[src/include/gpio_mux_defs.svh]
`ifndef GPIO_MUX_DEFS_SVH
`define GPIO_MUX_DEFS_SVH

// Register byte offsets on the AXI4-Lite bus.
`define GPIO_ADDR_W        8
`define GPIO_OFS_DIR       8'h00
`define GPIO_OFS_OUT       8'h04
`define GPIO_OFS_IN        8'h08
`define GPIO_OFS_IRQ_EN    8'h0C
`define GPIO_OFS_POL       8'h10
`define GPIO_OFS_STATUS    8'h14
`define GPIO_OFS_MASK      8'h18
`define GPIO_OFS_GP0_MODE  8'h1C
`define GPIO_OFS_GPEN      8'h20
`define GPIO_OFS_PCI_CTRL  8'h24

// Field positions.
`define GPIO_PINS          16
`define EXT_LSB            4
`define EXT_MSB            7
`define PCI_LSB            9
`define PCI_MSB            15
`define PIN_GP0            0
`define PIN_GP3            3
`define PIN_IDSEL          9
`define PIN_CBE3           10
`define PIN_REQ            11
`define PIN_GNT            12
`define PIN_INTA           13
`define PIN_PCLK           14
`define PIN_PRST           15
`define PCI_CTRL_EN_BIT    0
`define PCI_CTRL_STRAP_BIT 1

// Reset values.
`define RST_PINS           16'h0000
`define RST_NIB            4'h0
`define RST_WORD           32'h0000_0000
`define RST_PCI7           7'h00
`define STRAP_DONE_CNT     2'h3
`define STRAP_CNT_ONE      2'h1
`define RESP_OKAY          2'h0
`define RESP_SLVERR        2'h2

`endif

[src/include/gpio_mux_pkg.sv]
package gpio_mux_pkg;

   // Function of general-purpose pin 0.
   typedef enum logic [1:0] {
      GP0_INPUT,
      GP0_OUTPUT,
      GP0_IRQ
   } gp0_mode_t;

   typedef logic [15:0] pin_vec_t;

endpackage

[src/design/gpio_ext_interrupt_pin_mux.sv]
`include "gpio_mux_defs.svh"
`timescale 1ns/1ps
`default_nettype none

module gpio_ext_interrupt_pin_mux
(
   // Clock and reset.
   input  wire logic        aclk,
   input  wire logic        aresetn,
   // AXI4-Lite write channels.
   input  wire logic [7:0]  s_axi_awaddr,
   input  wire logic        s_axi_awvalid,
   output logic             s_axi_awready,
   input  wire logic [31:0] s_axi_wdata,
   input  wire logic [3:0]  s_axi_wstrb,
   input  wire logic        s_axi_wvalid,
   output logic             s_axi_wready,
   output logic [1:0]       s_axi_bresp,
   output logic             s_axi_bvalid,
   input  wire logic        s_axi_bready,
   // AXI4-Lite read channels.
   input  wire logic [7:0]  s_axi_araddr,
   input  wire logic        s_axi_arvalid,
   output logic             s_axi_arready,
   output logic [31:0]      s_axi_rdata,
   output logic [1:0]       s_axi_rresp,
   output logic             s_axi_rvalid,
   input  wire logic        s_axi_rready,
   // Device pins, split into input, output and active-low enable.
   input  wire logic [15:0] gpio_pin_in,
   output logic [15:0]      gpio_pin_out,
   output logic [15:0]      gpio_pin_oe_n,
   // Configuration strap.
   input  wire logic        pci_enable_strap,
   // Interrupt controller side.
   output logic [3:0]       ext_irq_pulse,
   output logic             irq,
   // PCI core side of the shared pins.
   output logic             pci_reset_in,
   output logic             pci_clock_in,
   output logic             pci_grant_in,
   output logic             pci_idsel_in,
   output logic             pci_byte_en3_in,
   input  wire logic        pci_byte_en3_out,
   input  wire logic        pci_byte_en3_oe,
   input  wire logic        pci_request_out,
   input  wire logic        pci_inta_assert
);

   // Bus state.
   logic                    aw_hold_reg, aw_hold_next;
   logic [7:0]              awaddr_reg, awaddr_next;
   logic                    w_hold_reg, w_hold_next;
   logic [31:0]             wdata_reg, wdata_next;
   logic [3:0]              wstrb_reg, wstrb_next;
   logic                    bvalid_reg, bvalid_next;
   logic [1:0]              bresp_reg, bresp_next;
   logic                    rvalid_reg, rvalid_next;
   logic [31:0]             rdata_reg, rdata_next;
   logic [1:0]              rresp_reg, rresp_next;
   logic                    do_write;
   // Control and status registers.
   logic [15:0]             dir_reg, dir_next;
   logic [15:0]             out_reg, out_next;
   logic [3:0]              interrupt_enable_reg, interrupt_enable_next;
   logic [3:0]              ext_irq_polarity_field_reg;
   logic [3:0]              ext_irq_polarity_field_next;
   logic [3:0]              status_reg, status_next;
   logic [3:0]              mask_reg, mask_next;
   gpio_mux_pkg::gp0_mode_t gp0_mode_reg, gp0_mode_next;
   logic [6:0]              gpen_reg, gpen_next;
   logic                    pci_func_en_reg, pci_func_en_next;
   // Pin synchronisers, strap capture and pin drive.
   logic [15:0]             sync1_reg, sync2_reg;
   logic [3:0]              prev_reg;
   logic [3:0]              ext_irq_evt;
   logic [1:0]              strap_cnt_reg, strap_cnt_next;
   logic                    strap_reg, strap_next;
   logic                    pci_active;
   logic [15:0]             pin_out_next, pin_oe_n_next;
   logic                    pci_strap_sync1, pci_strap_sync2;

   // Merges new write data into an old word under the byte strobes.
   function automatic logic [31:0] apply_strb(input logic [31:0] old_w,
                                              input logic [31:0] new_w,
                                              input logic [3:0]  strb);
      logic [31:0] res;
      res = old_w;
      for (int b = 0; b < 4; b++)
      begin
         if (strb[b])
         begin
            res[8*b +: 8] = new_w[8*b +: 8];
         end
      end
      return res;
   endfunction

   // Tells whether an address names one of the registers.
   function automatic logic reg_hit(input logic [7:0] addr);
      unique case (addr)
         `GPIO_OFS_DIR, `GPIO_OFS_OUT, `GPIO_OFS_IN, `GPIO_OFS_IRQ_EN,
         `GPIO_OFS_POL, `GPIO_OFS_STATUS, `GPIO_OFS_MASK,
         `GPIO_OFS_GP0_MODE, `GPIO_OFS_GPEN, `GPIO_OFS_PCI_CTRL:
            return 1'b1;
         default:
            return 1'b0;
      endcase
   endfunction

   // Channel handshakes: each channel is ready while its holder is empty.
   assign s_axi_awready = ~aw_hold_reg;
   assign s_axi_wready  = ~w_hold_reg;
   assign s_axi_arready = ~rvalid_reg;
   assign s_axi_bvalid  = bvalid_reg;
   assign s_axi_bresp   = bresp_reg;
   assign s_axi_rvalid  = rvalid_reg;
   assign s_axi_rdata   = rdata_reg;
   assign s_axi_rresp   = rresp_reg;
   assign do_write      = aw_hold_reg & w_hold_reg & ~bvalid_reg;

   // Bus next state: address and data are taken in either order.
   always_comb
   begin
      aw_hold_next = aw_hold_reg;
      awaddr_next  = awaddr_reg;
      w_hold_next  = w_hold_reg;
      wdata_next   = wdata_reg;
      wstrb_next   = wstrb_reg;
      bvalid_next  = bvalid_reg;
      bresp_next   = bresp_reg;
      rvalid_next  = rvalid_reg;
      rdata_next   = rdata_reg;
      rresp_next   = rresp_reg;
      if (s_axi_awvalid && !aw_hold_reg)
      begin
         aw_hold_next = 1'b1;
         awaddr_next  = s_axi_awaddr;
      end
      if (s_axi_wvalid && !w_hold_reg)
      begin
         w_hold_next = 1'b1;
         wdata_next  = s_axi_wdata;
         wstrb_next  = s_axi_wstrb;
      end
      if (bvalid_reg && s_axi_bready)
      begin
         bvalid_next = 1'b0;
      end
      if (do_write)
      begin
         aw_hold_next = 1'b0;
         w_hold_next  = 1'b0;
         bvalid_next  = 1'b1;
         bresp_next   = reg_hit(awaddr_reg) ? `RESP_OKAY : `RESP_SLVERR;
      end
      if (rvalid_reg && s_axi_rready)
      begin
         rvalid_next = 1'b0;
      end
      if (s_axi_arvalid && !rvalid_reg)
      begin
         rvalid_next = 1'b1;
         rresp_next  = reg_hit(s_axi_araddr) ? `RESP_OKAY : `RESP_SLVERR;
         rdata_next  = `RST_WORD;
         unique case (s_axi_araddr)
            `GPIO_OFS_DIR:      rdata_next[15:0] = dir_reg;
            `GPIO_OFS_OUT:      rdata_next[15:0] = out_reg;
            `GPIO_OFS_IN:       rdata_next[15:0] = sync2_reg;
            `GPIO_OFS_IRQ_EN:
               rdata_next[`EXT_MSB:`EXT_LSB] = interrupt_enable_reg;
            `GPIO_OFS_POL:      rdata_next[3:0] = ext_irq_polarity_field_reg;
            `GPIO_OFS_STATUS:   rdata_next[3:0] = status_reg;
            `GPIO_OFS_MASK:     rdata_next[3:0] = mask_reg;
            `GPIO_OFS_GP0_MODE: rdata_next[1:0] = gp0_mode_reg;
            `GPIO_OFS_GPEN:     rdata_next[`PCI_MSB:`PCI_LSB] = gpen_reg;
            `GPIO_OFS_PCI_CTRL:
            begin
               rdata_next[`PCI_CTRL_EN_BIT]    = pci_func_en_reg;
               rdata_next[`PCI_CTRL_STRAP_BIT] = strap_reg;
            end
            default:            rdata_next = `RST_WORD;
         endcase
      end
   end

   // Bus registers.
   always_ff @(posedge aclk)
   begin
      if (!aresetn)
      begin
         aw_hold_reg <= 1'b0;
         awaddr_reg  <= `GPIO_OFS_DIR;
         w_hold_reg  <= 1'b0;
         wdata_reg   <= `RST_WORD;
         wstrb_reg   <= `RST_NIB;
         bvalid_reg  <= 1'b0;
         bresp_reg   <= `RESP_OKAY;
         rvalid_reg  <= 1'b0;
         rdata_reg   <= `RST_WORD;
         rresp_reg   <= `RESP_OKAY;
      end
      else
      begin
         aw_hold_reg <= aw_hold_next;
         awaddr_reg  <= awaddr_next;
         w_hold_reg  <= w_hold_next;
         wdata_reg   <= wdata_next;
         wstrb_reg   <= wstrb_next;
         bvalid_reg  <= bvalid_next;
         bresp_reg   <= bresp_next;
         rvalid_reg  <= rvalid_next;
         rdata_reg   <= rdata_next;
         rresp_reg   <= rresp_next;
      end
   end

   // Edge detection on the synchronised interrupt pins.
   always_comb
   begin
      for (int i = 0; i < 4; i++)
      begin
         ext_irq_evt[i] = interrupt_enable_reg[i]
            & (ext_irq_polarity_field_reg[i]
               ? (prev_reg[i] & ~sync2_reg[`EXT_LSB + i])
               : (~prev_reg[i] & sync2_reg[`EXT_LSB + i]));
      end
   end

   assign ext_irq_pulse = ext_irq_evt;
   assign irq           = |(status_reg & mask_reg);
   assign pci_active    = strap_reg & pci_func_en_reg;

   // Register writes; a status bit set by an event wins over its clear.
   always_comb
   begin
      logic [31:0] wv;
      wv = `RST_WORD;
      dir_next                    = dir_reg;
      out_next                    = out_reg;
      interrupt_enable_next       = interrupt_enable_reg;
      ext_irq_polarity_field_next = ext_irq_polarity_field_reg;
      status_next                 = status_reg;
      mask_next                   = mask_reg;
      gp0_mode_next               = gp0_mode_reg;
      gpen_next                   = gpen_reg;
      pci_func_en_next            = pci_func_en_reg;
      if (do_write)
      begin
         wv = apply_strb(`RST_WORD, wdata_reg, wstrb_reg);
         unique case (awaddr_reg)
            `GPIO_OFS_DIR:
               dir_next = 16'(apply_strb({16'h0000, dir_reg}, wdata_reg,
                                         wstrb_reg));
            `GPIO_OFS_OUT:
               out_next = 16'(apply_strb({16'h0000, out_reg}, wdata_reg,
                                         wstrb_reg));
            `GPIO_OFS_IRQ_EN:
               if (wstrb_reg[0])
               begin
                  interrupt_enable_next = wdata_reg[`EXT_MSB:`EXT_LSB];
               end
            `GPIO_OFS_POL:
               if (wstrb_reg[0])
               begin
                  ext_irq_polarity_field_next = wdata_reg[3:0];
               end
            `GPIO_OFS_STATUS:
               status_next = status_reg & ~wv[3:0];
            `GPIO_OFS_MASK:
               if (wstrb_reg[0])
               begin
                  mask_next = wdata_reg[3:0];
               end
            `GPIO_OFS_GP0_MODE:
               if (wstrb_reg[0])
               begin
                  gp0_mode_next = gpio_mux_pkg::gp0_mode_t'(wdata_reg[1:0]);
               end
            `GPIO_OFS_GPEN:
               gpen_next = 7'(apply_strb({16'h0000, gpen_reg, 9'h000},
                                         wdata_reg,
                                         wstrb_reg) >> `PCI_LSB);
            `GPIO_OFS_PCI_CTRL:
               if (wstrb_reg[0])
               begin
                  pci_func_en_next = wdata_reg[`PCI_CTRL_EN_BIT];
               end
            default:
               status_next = status_reg;
         endcase
      end
      status_next = status_next | ext_irq_evt;
   end

   // Control registers; all pins start as inputs with no function.
   always_ff @(posedge aclk)
   begin
      if (!aresetn)
      begin
         dir_reg                    <= `RST_PINS;
         out_reg                    <= `RST_PINS;
         interrupt_enable_reg       <= `RST_NIB;
         ext_irq_polarity_field_reg <= `RST_NIB;
         status_reg                 <= `RST_NIB;
         mask_reg                   <= `RST_NIB;
         gp0_mode_reg               <= gpio_mux_pkg::GP0_INPUT;
         gpen_reg                   <= `RST_PCI7;
         pci_func_en_reg            <= 1'b0;
      end
      else
      begin
         dir_reg                    <= dir_next;
         out_reg                    <= out_next;
         interrupt_enable_reg       <= interrupt_enable_next;
         ext_irq_polarity_field_reg <= ext_irq_polarity_field_next;
         status_reg                 <= status_next;
         mask_reg                   <= mask_next;
         gp0_mode_reg               <= gp0_mode_next;
         gpen_reg                   <= gpen_next;
         pci_func_en_reg            <= pci_func_en_next;
      end
   end

   // Pin drive: muxes GPIO, interrupt inputs and PCI onto the pins.
   always_comb
   begin
      pin_out_next  = out_reg;
      pin_oe_n_next = ~dir_reg;
      pin_oe_n_next[`EXT_MSB:`EXT_LSB] = ~dir_reg[`EXT_MSB:`EXT_LSB]
                                         | interrupt_enable_reg;
      unique case (gp0_mode_reg)
         gpio_mux_pkg::GP0_OUTPUT:
            pin_oe_n_next[`PIN_GP0] = 1'b0;
         gpio_mux_pkg::GP0_IRQ:
         begin
            pin_out_next[`PIN_GP0]  = irq;
            pin_oe_n_next[`PIN_GP0] = 1'b0;
         end
         default:
            pin_oe_n_next[`PIN_GP0] = 1'b1;
      endcase
      for (int p = `PCI_LSB; p <= `PCI_MSB; p++)
      begin
         if (pci_active || !gpen_reg[p - `PCI_LSB])
         begin
            pin_out_next[p]  = 1'b0;
            pin_oe_n_next[p] = 1'b1;
         end
      end
      if (pci_active)
      begin
         pin_out_next[`PIN_REQ]   = pci_request_out;
         pin_oe_n_next[`PIN_REQ]  = 1'b0;
         pin_oe_n_next[`PIN_INTA] = ~pci_inta_assert;
         pin_out_next[`PIN_CBE3]  = pci_byte_en3_out;
         pin_oe_n_next[`PIN_CBE3] = ~pci_byte_en3_oe;
      end
   end

   // Strap capture counts a few cycles after reset, then freezes.
   always_comb
   begin
      strap_cnt_next = strap_cnt_reg;
      strap_next     = strap_reg;
      if (strap_cnt_reg != `STRAP_DONE_CNT)
      begin
         strap_cnt_next = 2'(strap_cnt_reg + `STRAP_CNT_ONE);
         strap_next     = pci_strap_sync2;
      end
   end

   // Synchronisers, strap, pin outputs and PCI inputs.
   always_ff @(posedge aclk)
   begin
      if (!aresetn)
      begin
         sync1_reg       <= `RST_PINS;
         sync2_reg       <= `RST_PINS;
         prev_reg        <= `RST_NIB;
         pci_strap_sync1 <= 1'b0;
         pci_strap_sync2 <= 1'b0;
         strap_cnt_reg   <= 2'h0;
         strap_reg       <= 1'b0;
         gpio_pin_out    <= `RST_PINS;
         gpio_pin_oe_n   <= 16'hFFFF;
         pci_reset_in    <= 1'b0;
         pci_clock_in    <= 1'b0;
         pci_grant_in    <= 1'b0;
         pci_idsel_in    <= 1'b0;
         pci_byte_en3_in <= 1'b0;
      end
      else
      begin
         sync1_reg       <= gpio_pin_in;
         sync2_reg       <= sync1_reg;
         prev_reg        <= sync2_reg[`EXT_MSB:`EXT_LSB];
         pci_strap_sync1 <= pci_enable_strap;
         pci_strap_sync2 <= pci_strap_sync1;
         strap_cnt_reg   <= strap_cnt_next;
         strap_reg       <= strap_next;
         gpio_pin_out    <= pin_out_next;
         gpio_pin_oe_n   <= pin_oe_n_next;
         pci_reset_in    <= pci_active & sync2_reg[`PIN_PRST];
         pci_clock_in    <= pci_active & sync2_reg[`PIN_PCLK];
         pci_grant_in    <= pci_active & sync2_reg[`PIN_GNT];
         pci_idsel_in    <= pci_active & sync2_reg[`PIN_IDSEL];
         pci_byte_en3_in <= pci_active & sync2_reg[`PIN_CBE3];
      end
   end

   // Checks on the behaviour above.
   pins_reset_input_a: assert property (@(posedge aclk)
      $rose(aresetn) |-> &gpio_pin_oe_n[`EXT_MSB:`EXT_LSB])
      else $error("Interrupt pins drive right after reset.");

   irq_pin_input_a: assert property (@(posedge aclk)
      disable iff (!aresetn)
      ##1 &(~$past(interrupt_enable_reg) | gpio_pin_oe_n[`EXT_MSB:`EXT_LSB]))
      else $error("Enabled interrupt pin is driven.");

   edge_event_a: assert property (@(posedge aclk)
      disable iff (!aresetn)
      ext_irq_pulse[0] |-> sync2_reg[`EXT_LSB] != $past(sync2_reg[`EXT_LSB]))
      else $error("Interrupt event without a pin edge.");

   edge_polarity_a: assert property (@(posedge aclk)
      disable iff (!aresetn)
      ext_irq_evt[0] |-> sync2_reg[`EXT_LSB] == ~ext_irq_polarity_field_reg[0])
      else $error("Interrupt event on the wrong edge.");

   pin15_idle_a: assert property (@(posedge aclk)
      disable iff (!aresetn)
      !$past(pci_active) && !$past(gpen_reg[`PIN_PRST - `PCI_LSB]) |->
         gpio_pin_oe_n[`PIN_PRST] && !pci_reset_in)
      else $error("Pin 15 active while no function is chosen.");

   pci_pins_idle_a: assert property (@(posedge aclk)
      disable iff (!aresetn)
      !pci_active [*2] |-> !pci_clock_in && !pci_grant_in && !pci_idsel_in)
      else $error("PCI input forwarded while PCI is off.");

   gpio3_input_a: assert property (@(posedge aclk)
      disable iff (!aresetn)
      ##1 !$past(dir_reg[`PIN_GP3]) |-> gpio_pin_oe_n[`PIN_GP3])
      else $error("Pin 3 drives while set as input.");

   strap_frozen_a: assert property (@(posedge aclk)
      disable iff (!aresetn)
      strap_cnt_reg == `STRAP_DONE_CNT |=> $stable(strap_reg))
      else $error("Strap changed after capture.");

   gp0_irq_out_a: assert property (@(posedge aclk)
      disable iff (!aresetn)
      gp0_mode_reg == gpio_mux_pkg::GP0_IRQ ##1
         gp0_mode_reg == gpio_mux_pkg::GP0_IRQ |->
         gpio_pin_out[`PIN_GP0] == $past(irq) && !gpio_pin_oe_n[`PIN_GP0])
      else $error("Pin 0 does not carry the interrupt.");

   one_event_a: assert property (@(posedge aclk)
      disable iff (!aresetn)
      ext_irq_evt[0] |=> !ext_irq_evt[0] && status_reg[0])
      else $error("Edge gave no single latched event.");

endmodule

`default_nettype wire

[config.mk]
export PLATFORM = sky130hd
export DESIGN_NAME = gpio_ext_interrupt_pin_mux
export DESIGN_NICKNAME = d
export VERILOG_FILES = /design/src/include/gpio_mux_pkg.sv /design/src/design/gpio_ext_interrupt_pin_mux.sv
export VERILOG_INCLUDE_DIRS = /design/src /design/src/include
export SDC_FILE = /design/constraint.sdc
export NUM_CORES = 1
export LEC_CHECK = 0
export BUFFER_PORTS_ARGS = -buffer_cell sky130_fd_sc_hd__clkbuf_2
export CAP_MARGIN = 20
export CORE_MARGIN = 3
export CORE_UTILIZATION = 50
export CTS_BUF_LIST = sky130_fd_sc_hd__clkbuf_8
export DETAILED_ROUTE_END_ITERATION = 10
export GPL_ROUTABILITY_DRIVEN = 0
export PLACE_DENSITY = 0.89
export SYNTH_ARGS = -nofsm -noshare
export SYNTH_HDL_FRONTEND = slang
export SYNTH_SLANG_ARGS = --single-unit
[constraint.sdc]
create_clock -name aclk -period 1.72 [get_ports aclk]
set_clock_uncertainty 0.1 [all_clocks]
set_input_delay 0.258 -clock aclk [delete_from_list [all_inputs] [get_ports aclk]]
set_output_delay 0.258 -clock aclk [all_outputs]
set_load 0.05 [all_outputs]
; ---- Yosys cells after proc, flatten, opt, wreduce, memory -nomap -nowiden
; Index checks and enable logic that the tools add are counted.
[totals]
wordCells = 187
input_bits = 80
out_inout_bits = 83
regBits = 186
[op_classes]
bitwise = 42
n_eq_ne = 21
muxes = 33
addsub = 1
n_reduce_logical = 46
[op_table]
columns = op, n
row1 = "== test 8 x 5 -> 1 bit, second input constant", 8
row2 = "== test 8 x 4 -> 1 bit, second input constant", 4
row3 = "== test 8 x 6 -> 1 bit, second input constant", 4
row4 = AND reduction 3 bit, 10
row5 = one-hot mux 7 bit (4 select lines), 1
row6 = AND 1 bit, 20
row7 = two-way mux 1 bit, 20
row8 = OR reduction 10 bit, 2
row9 = "== test 8 x 3 -> 1 bit, second input constant", 2
row10 = logical NOT 8 bit, 2
row11 = two-way mux 4 bit, 4
row12 = inverter 16 bit, 1
row13 = one-hot mux 2 bit (8 select lines), 1
row14 = one-hot mux 4 bit (4 select lines), 1
row15 = inverter 1 bit, 15
row16 = OR reduction 2 bit, 7
row17 = one-hot mux 2 bit (6 select lines), 1
row18 = logical NOT 1 bit, 10
row19 = AND 4 bit, 2
row20 = two-way mux 2 bit, 4
row21 = inverter 4 bit, 2
row22 = bitwise OR 4 bit, 2
row23 = logical OR 1 bit, 7
row24 = logical AND 1 bit, 5
row25 = other kinds (7), 8

; ---- Longest topological paths before layout
[depth]
depth_word = 8
mapped_depth = 7
ltp_nobuf = 4

; ---- Least setup slack after synthesis
; OpenSTA, ideal clock, no wires.
[synth_path]
path_type = reg2reg
startpoint = register ext_irq_polarity_field_reg[0]
endpoint = register status_reg[0]
stages_incl_launch_ff = 5
required_time_ns = 1.557
period_less_slack_ns = 2.052
slack_ns = -0.332
t_arrival_ns = 1.890
n_path_buf = 0
setup_time_ns = 0.063
path_cell_list = dfxtp_1 -> nor2_1 -> nand2_1 -> a21boi_0 -> o21a_1
[synth_via]
elab_chain_len = 3
[synth_rtl]
columns = item, line_no
row1 = "start, declared", gpio_ext_interrupt_pin_mux.sv:66  ; logic [3:0] ext_irq_polarity_field_reg;
row2 = "start signal, assigned", gpio_ext_interrupt_pin_mux.sv:304  ; ext_irq_polarity_field_reg <= `RST_NIB;
row3 = "start signal, assigned", gpio_ext_interrupt_pin_mux.sv:316  ; ext_irq_polarity_field_reg <= ext_irq_polarity_field_next;
row4 = two-way mux 1 bit, gpio_ext_interrupt_pin_mux.sv:224  ; & (ext_irq_polarity_field_reg[i]
row5 = AND 1 bit, gpio_ext_interrupt_pin_mux.sv:223  ; ext_irq_evt[i] = interrupt_enable_reg[i]
row6 = net ext_irq_pulse[0], gpio_ext_interrupt_pin_mux.sv:36  ; output logic [3:0] ext_irq_pulse,
row7 = bitwise OR 4 bit, gpio_ext_interrupt_pin_mux.sv:293  ; status_next = status_next | ext_irq_evt;
row8 = "end signal, assigned", gpio_ext_interrupt_pin_mux.sv:305  ; status_reg <= `RST_NIB;
row9 = "end signal, assigned", gpio_ext_interrupt_pin_mux.sv:317  ; status_reg <= status_next;
row10 = "end, declared", gpio_ext_interrupt_pin_mux.sv:68  ; logic [3:0] status_reg, status_next;
; The timed path passes the listed nets, and every way through them passes these cells.
; A chain may end at the register's enable or synchronous reset.

; ---- Final worst setup path
[layout_path]
startpoint = register sync2_reg[4]
endpoint = output port ext_irq_pulse[0]
[layout_via]
elab_chain_len = 4
elab_cells_between_ends = 5
cone_classes = mux: 1 / bitwise: 4
[layout_rtl]
columns = item, line_no
row1 = "start, declared", gpio_ext_interrupt_pin_mux.sv:74  ; logic [15:0] sync1_reg, sync2_reg;
row2 = "start signal, assigned", gpio_ext_interrupt_pin_mux.sv:379  ; sync2_reg <= `RST_PINS;
row3 = "start signal, assigned", gpio_ext_interrupt_pin_mux.sv:396  ; sync2_reg <= sync1_reg;
row4 = inverter 1 bit, gpio_ext_interrupt_pin_mux.sv:225  ; ? (prev_reg[i] & ~sync2_reg[`EXT_LSB + i])
row5 = AND 1 bit, gpio_ext_interrupt_pin_mux.sv:225
row6 = two-way mux 1 bit *, gpio_ext_interrupt_pin_mux.sv:224
row7 = AND 1 bit *, gpio_ext_interrupt_pin_mux.sv:223
row8 = "end, declared", gpio_ext_interrupt_pin_mux.sv:36
; Every way passes the cells marked *; elsewhere a longest branch is shown, timed or not.

==> flow_metrics.tcl <==
set metrics [dict create \
    reg2reg_depth 6 \
    setup_viol 4 \
    clk-insertion-delay-late_ns 0.46 \
    cts_num_sinks 184 \
    track_usage_pct 22.4 \
    dp.cells 995 \
    grt_start_max_net_pins 102 \
    arrival_ns 1.40 \
    startpoint "sync2_reg[4]" \
    hold_violations 0 \
    vias_per_cell 5.28 \
    regToRegStartpoint "awaddr_reg[6]" \
    synthCells 693 \
    synth.avg_cell_area_um2 10.4 \
    violations "negative setup slack" \
    cts_inserted_buffers 17 \
    tightest_slew_ns 0.665 \
    status "complete, but fails checks" \
    wl_mm 18.1 \
    cpMaxStageDelayCell "dfxtp_2" \
    h-tree-depth 4 \
    switching_share_pct 23.2 \
    grt_pass1_wl_mm 28.7 \
    cp_cell_sequence "nand3b_1, a21boi_2, buf_8" \
    drc 0 \
    synth_flop_cell "dfxtp_1" \
    irDropWorstVdd_v 0.000469 \
    post-route-period-util_pct 102 \
    p_sw_mw 2.00 \
    layout_common_cells "174 x dfxtp_1, 120 x clkbuf_2, 73 x nor2b_1" \
    initial_core_util_pct 51.5 \
    tritoncts "yes" \
    dr.first_iter.drc_count 458 \
    die_h_um 126 \
    syn_to_final_growth_pct 29.5 \
    yosys_register_bits 184 \
    period_needed_ns 1.76 \
    slew_viol_final 0 \
    maxCapViolCount 0 \
    power.share.sequential_pct 51.7 \
    syn-cell-area_mm2 0.00720 \
    die_width_um 126 \
    hp-start "s_axi_araddr[7]" \
    antenna_found_initial 1 \
    finalPower_mw 8.60 \
    instances_no_fill 1088 \
    startpoint_type "flip-flop" \
    clk_path_buf_depth 2 \
    yosys_warnings 0 \
    nets 977 \
    design.core.area_mm2 0.0140 \
    die-area_mm2 0.0159 \
    dr_total_vias 5746 \
    rsz0062_at_grt "yes" \
    p_leak_nw 4.15 \
    grt_pass1_vias 5626 \
    cts-root-buf "clkbuf_8" \
    gr-total-overflow 0 \
    drtAntennaViolNets 0 \
    port_buffers 126 \
    final_common_cell "dfxtp_1" \
    ioPinCount 163 \
    worstSetupPathType "reg -> out" \
    slew_headroom_pct 55.2 \
    hold_depth 4 \
    fmax_ghz 0.569 \
    p_comb_share_pct 9.0 \
    avgRoutedWirePerCell_um 16.6 \
    yosysUniqueCellTypes 53 \
    pwr-share-clk_pct 39.3 \
    worstPathRequired_ns 1.36 \
    dp_hpwl_mm 11.8 \
    placementRows 43 \
    synth_edf_count 0 \
    async_reset_ff_share_pct 0 \
    setup_ws_ns -0.0375 \
    worst_path_largest_cell_delay_ns 0.34 \
    ys_seq_area_share_pct 51.2 \
    clk_pin_slew_worst_paths_ns 0.09 \
    worstPathMaxFanout 4 \
    hold_path.class "in -> reg" \
    internal_power_mw 6.61 \
    fin_setup_tns_ns -0.0765 \
    firstDrtPassIters 5 \
    power-per-cell-area_mw_per_mm2 923 \
    critPathCaptureType "output port" \
    drive_gt1_share_pct 26.2 \
]
[synthesized netlist by cell type, types with 2 or more instances]
cell	instances	area share, %
ha_1	2	0.35
a31oi_1	2	0.17
inv_1	9	0.47
nor4_4	2	0.59
nand3_1	16	1.1
buf_2	5	0.35
a21oi_1	10	0.70
dfxtp_1	184	51
nor2_1	10	0.52
and3_1	11	0.96
o21a_1	5	0.52
nor4bb_1	2	0.28
o21ai_0	7	0.49
nand4_2	2	0.35
buf_4	18	1.9
mux4_2	7	2.2
nand2_1	62	3.2
nor4b_1	2	0.24
o22ai_1	3	0.26
a22o_1	9	1.1
a22oi_1	7	0.73
nand3b_1	22	2.3
a21boi_0	29	3.0
clkbuf_1	31	1.6
nand4_1	2	0.17
nand2b_1	6	0.52
nand3_2	2	0.28
nor4_1	4	0.35
and2_1	50	4.3
nor4b_2	2	0.42
mux2i_1	69	9.6
nor2b_1	73	6.3
o211a_1	2	0.28
a221o_1	7	0.97
[final cells by class]
class | instances | area, um^2
Fill cell | 1015 | 4670
Sequential cell | 184 | 3700
Multi-Input combinational cell | 461 | 3320
Timing Repair Buffer | 222 | 1560
Clock buffer | 18 | 248
Clock inverter | 13 | 226
Tap cell | 180 | 225
Inverter | 9 | 33.8
Antenna cell | 1 | 2.50
[final timing paths]
| kind | end | slack, ns |
|---|---|---|
| min reg2reg | gpio_pin_oe_n[3] | 0.31 |
| min | s_axi_rresp[1] | 0.13 |
| max | ext_irq_pulse[0] | -0.04 |
| max reg2reg | dir_reg[15] | 0.07 |
[power by group through the flow]
stage / Clock (mW) / Sequential (mW) / Combinational, mW
finish: 3.38 / 4.45 / 0.777
global route: 3.59 / 4.46 / 0.837
CTS: 3.42 / 4.44 / 0.751
detailed placement: 0 / 4.54 / 0.646
global placement: 0 / 4.54 / 0.633
floorplan: 0 / 4.54 / 0.458
[per-stage QoR]
stage | instance area (um^2) | worst slack (ns) | utilization (%) | hold slack, ns
floorplan | 7270 | 0.0392 | - | 0.268
global placement | 8120 | -0.0342 | 58.1 | 0.293
detailed placement | 8120 | -0.0845 | 58.1 | 0.300
CTS | 9260 | -0.0907 | 66.2 | 0.109
global route | 9320 | -0.117 | 66.6 | 0.118
finish | 9320 | -0.0375 | 66.6 | 0.132
[worst max-delay path: cells and delay by family (launching register included)]
family | cells | cell delay, ns
flops | 1 | 0.34
compound gates | 1 | 0.25
buf+inv | 1 | 0.19
simple gates | 1 | 0.17
[cells by family (layout without fill, tap and decap cells)]
family | count (synthesis) | in the layout | synth area share, %
flops | 184 | 184 | 51.2
mux | 76 | 76 | 11.8
simple gates | 278 | 278 | 23.2
other cells | 1 | 19 | 0.0521
compound gates | 85 | 85 | 8.67
buf+inv | 65 | 262 | 4.52
xor+xnor | 1 | 1 | 0.122
fa+ha+maj | 3 | 3 | 0.486
[what timing repair did]
item | in CTS | in global routing
endpoints found under the hold margin | 52 | 0
pin swaps | 5 | 8
resized for setup | 25 | 16
setup endpoints to repair | 13 | 40
hold buffers | 53 | 0
buffers inserted | 6 | 2
[metal layers]
layer | vias to the layer above | routed length [um] | GRT usage (%) | part of all wire (%)
met5 | - | 0 | 0 | 0
li1 | 2751 | - | - | -
met2 | 247 | 8760 | 38.2 | 48
met4 | 0 | 436 | 7.32 | 2.4
met1 | 2699 | 7590 | 28.1 | 42
met3 | 49 | 1300 | 5.39 | 7.2
(Power assumes the default switching activity.)
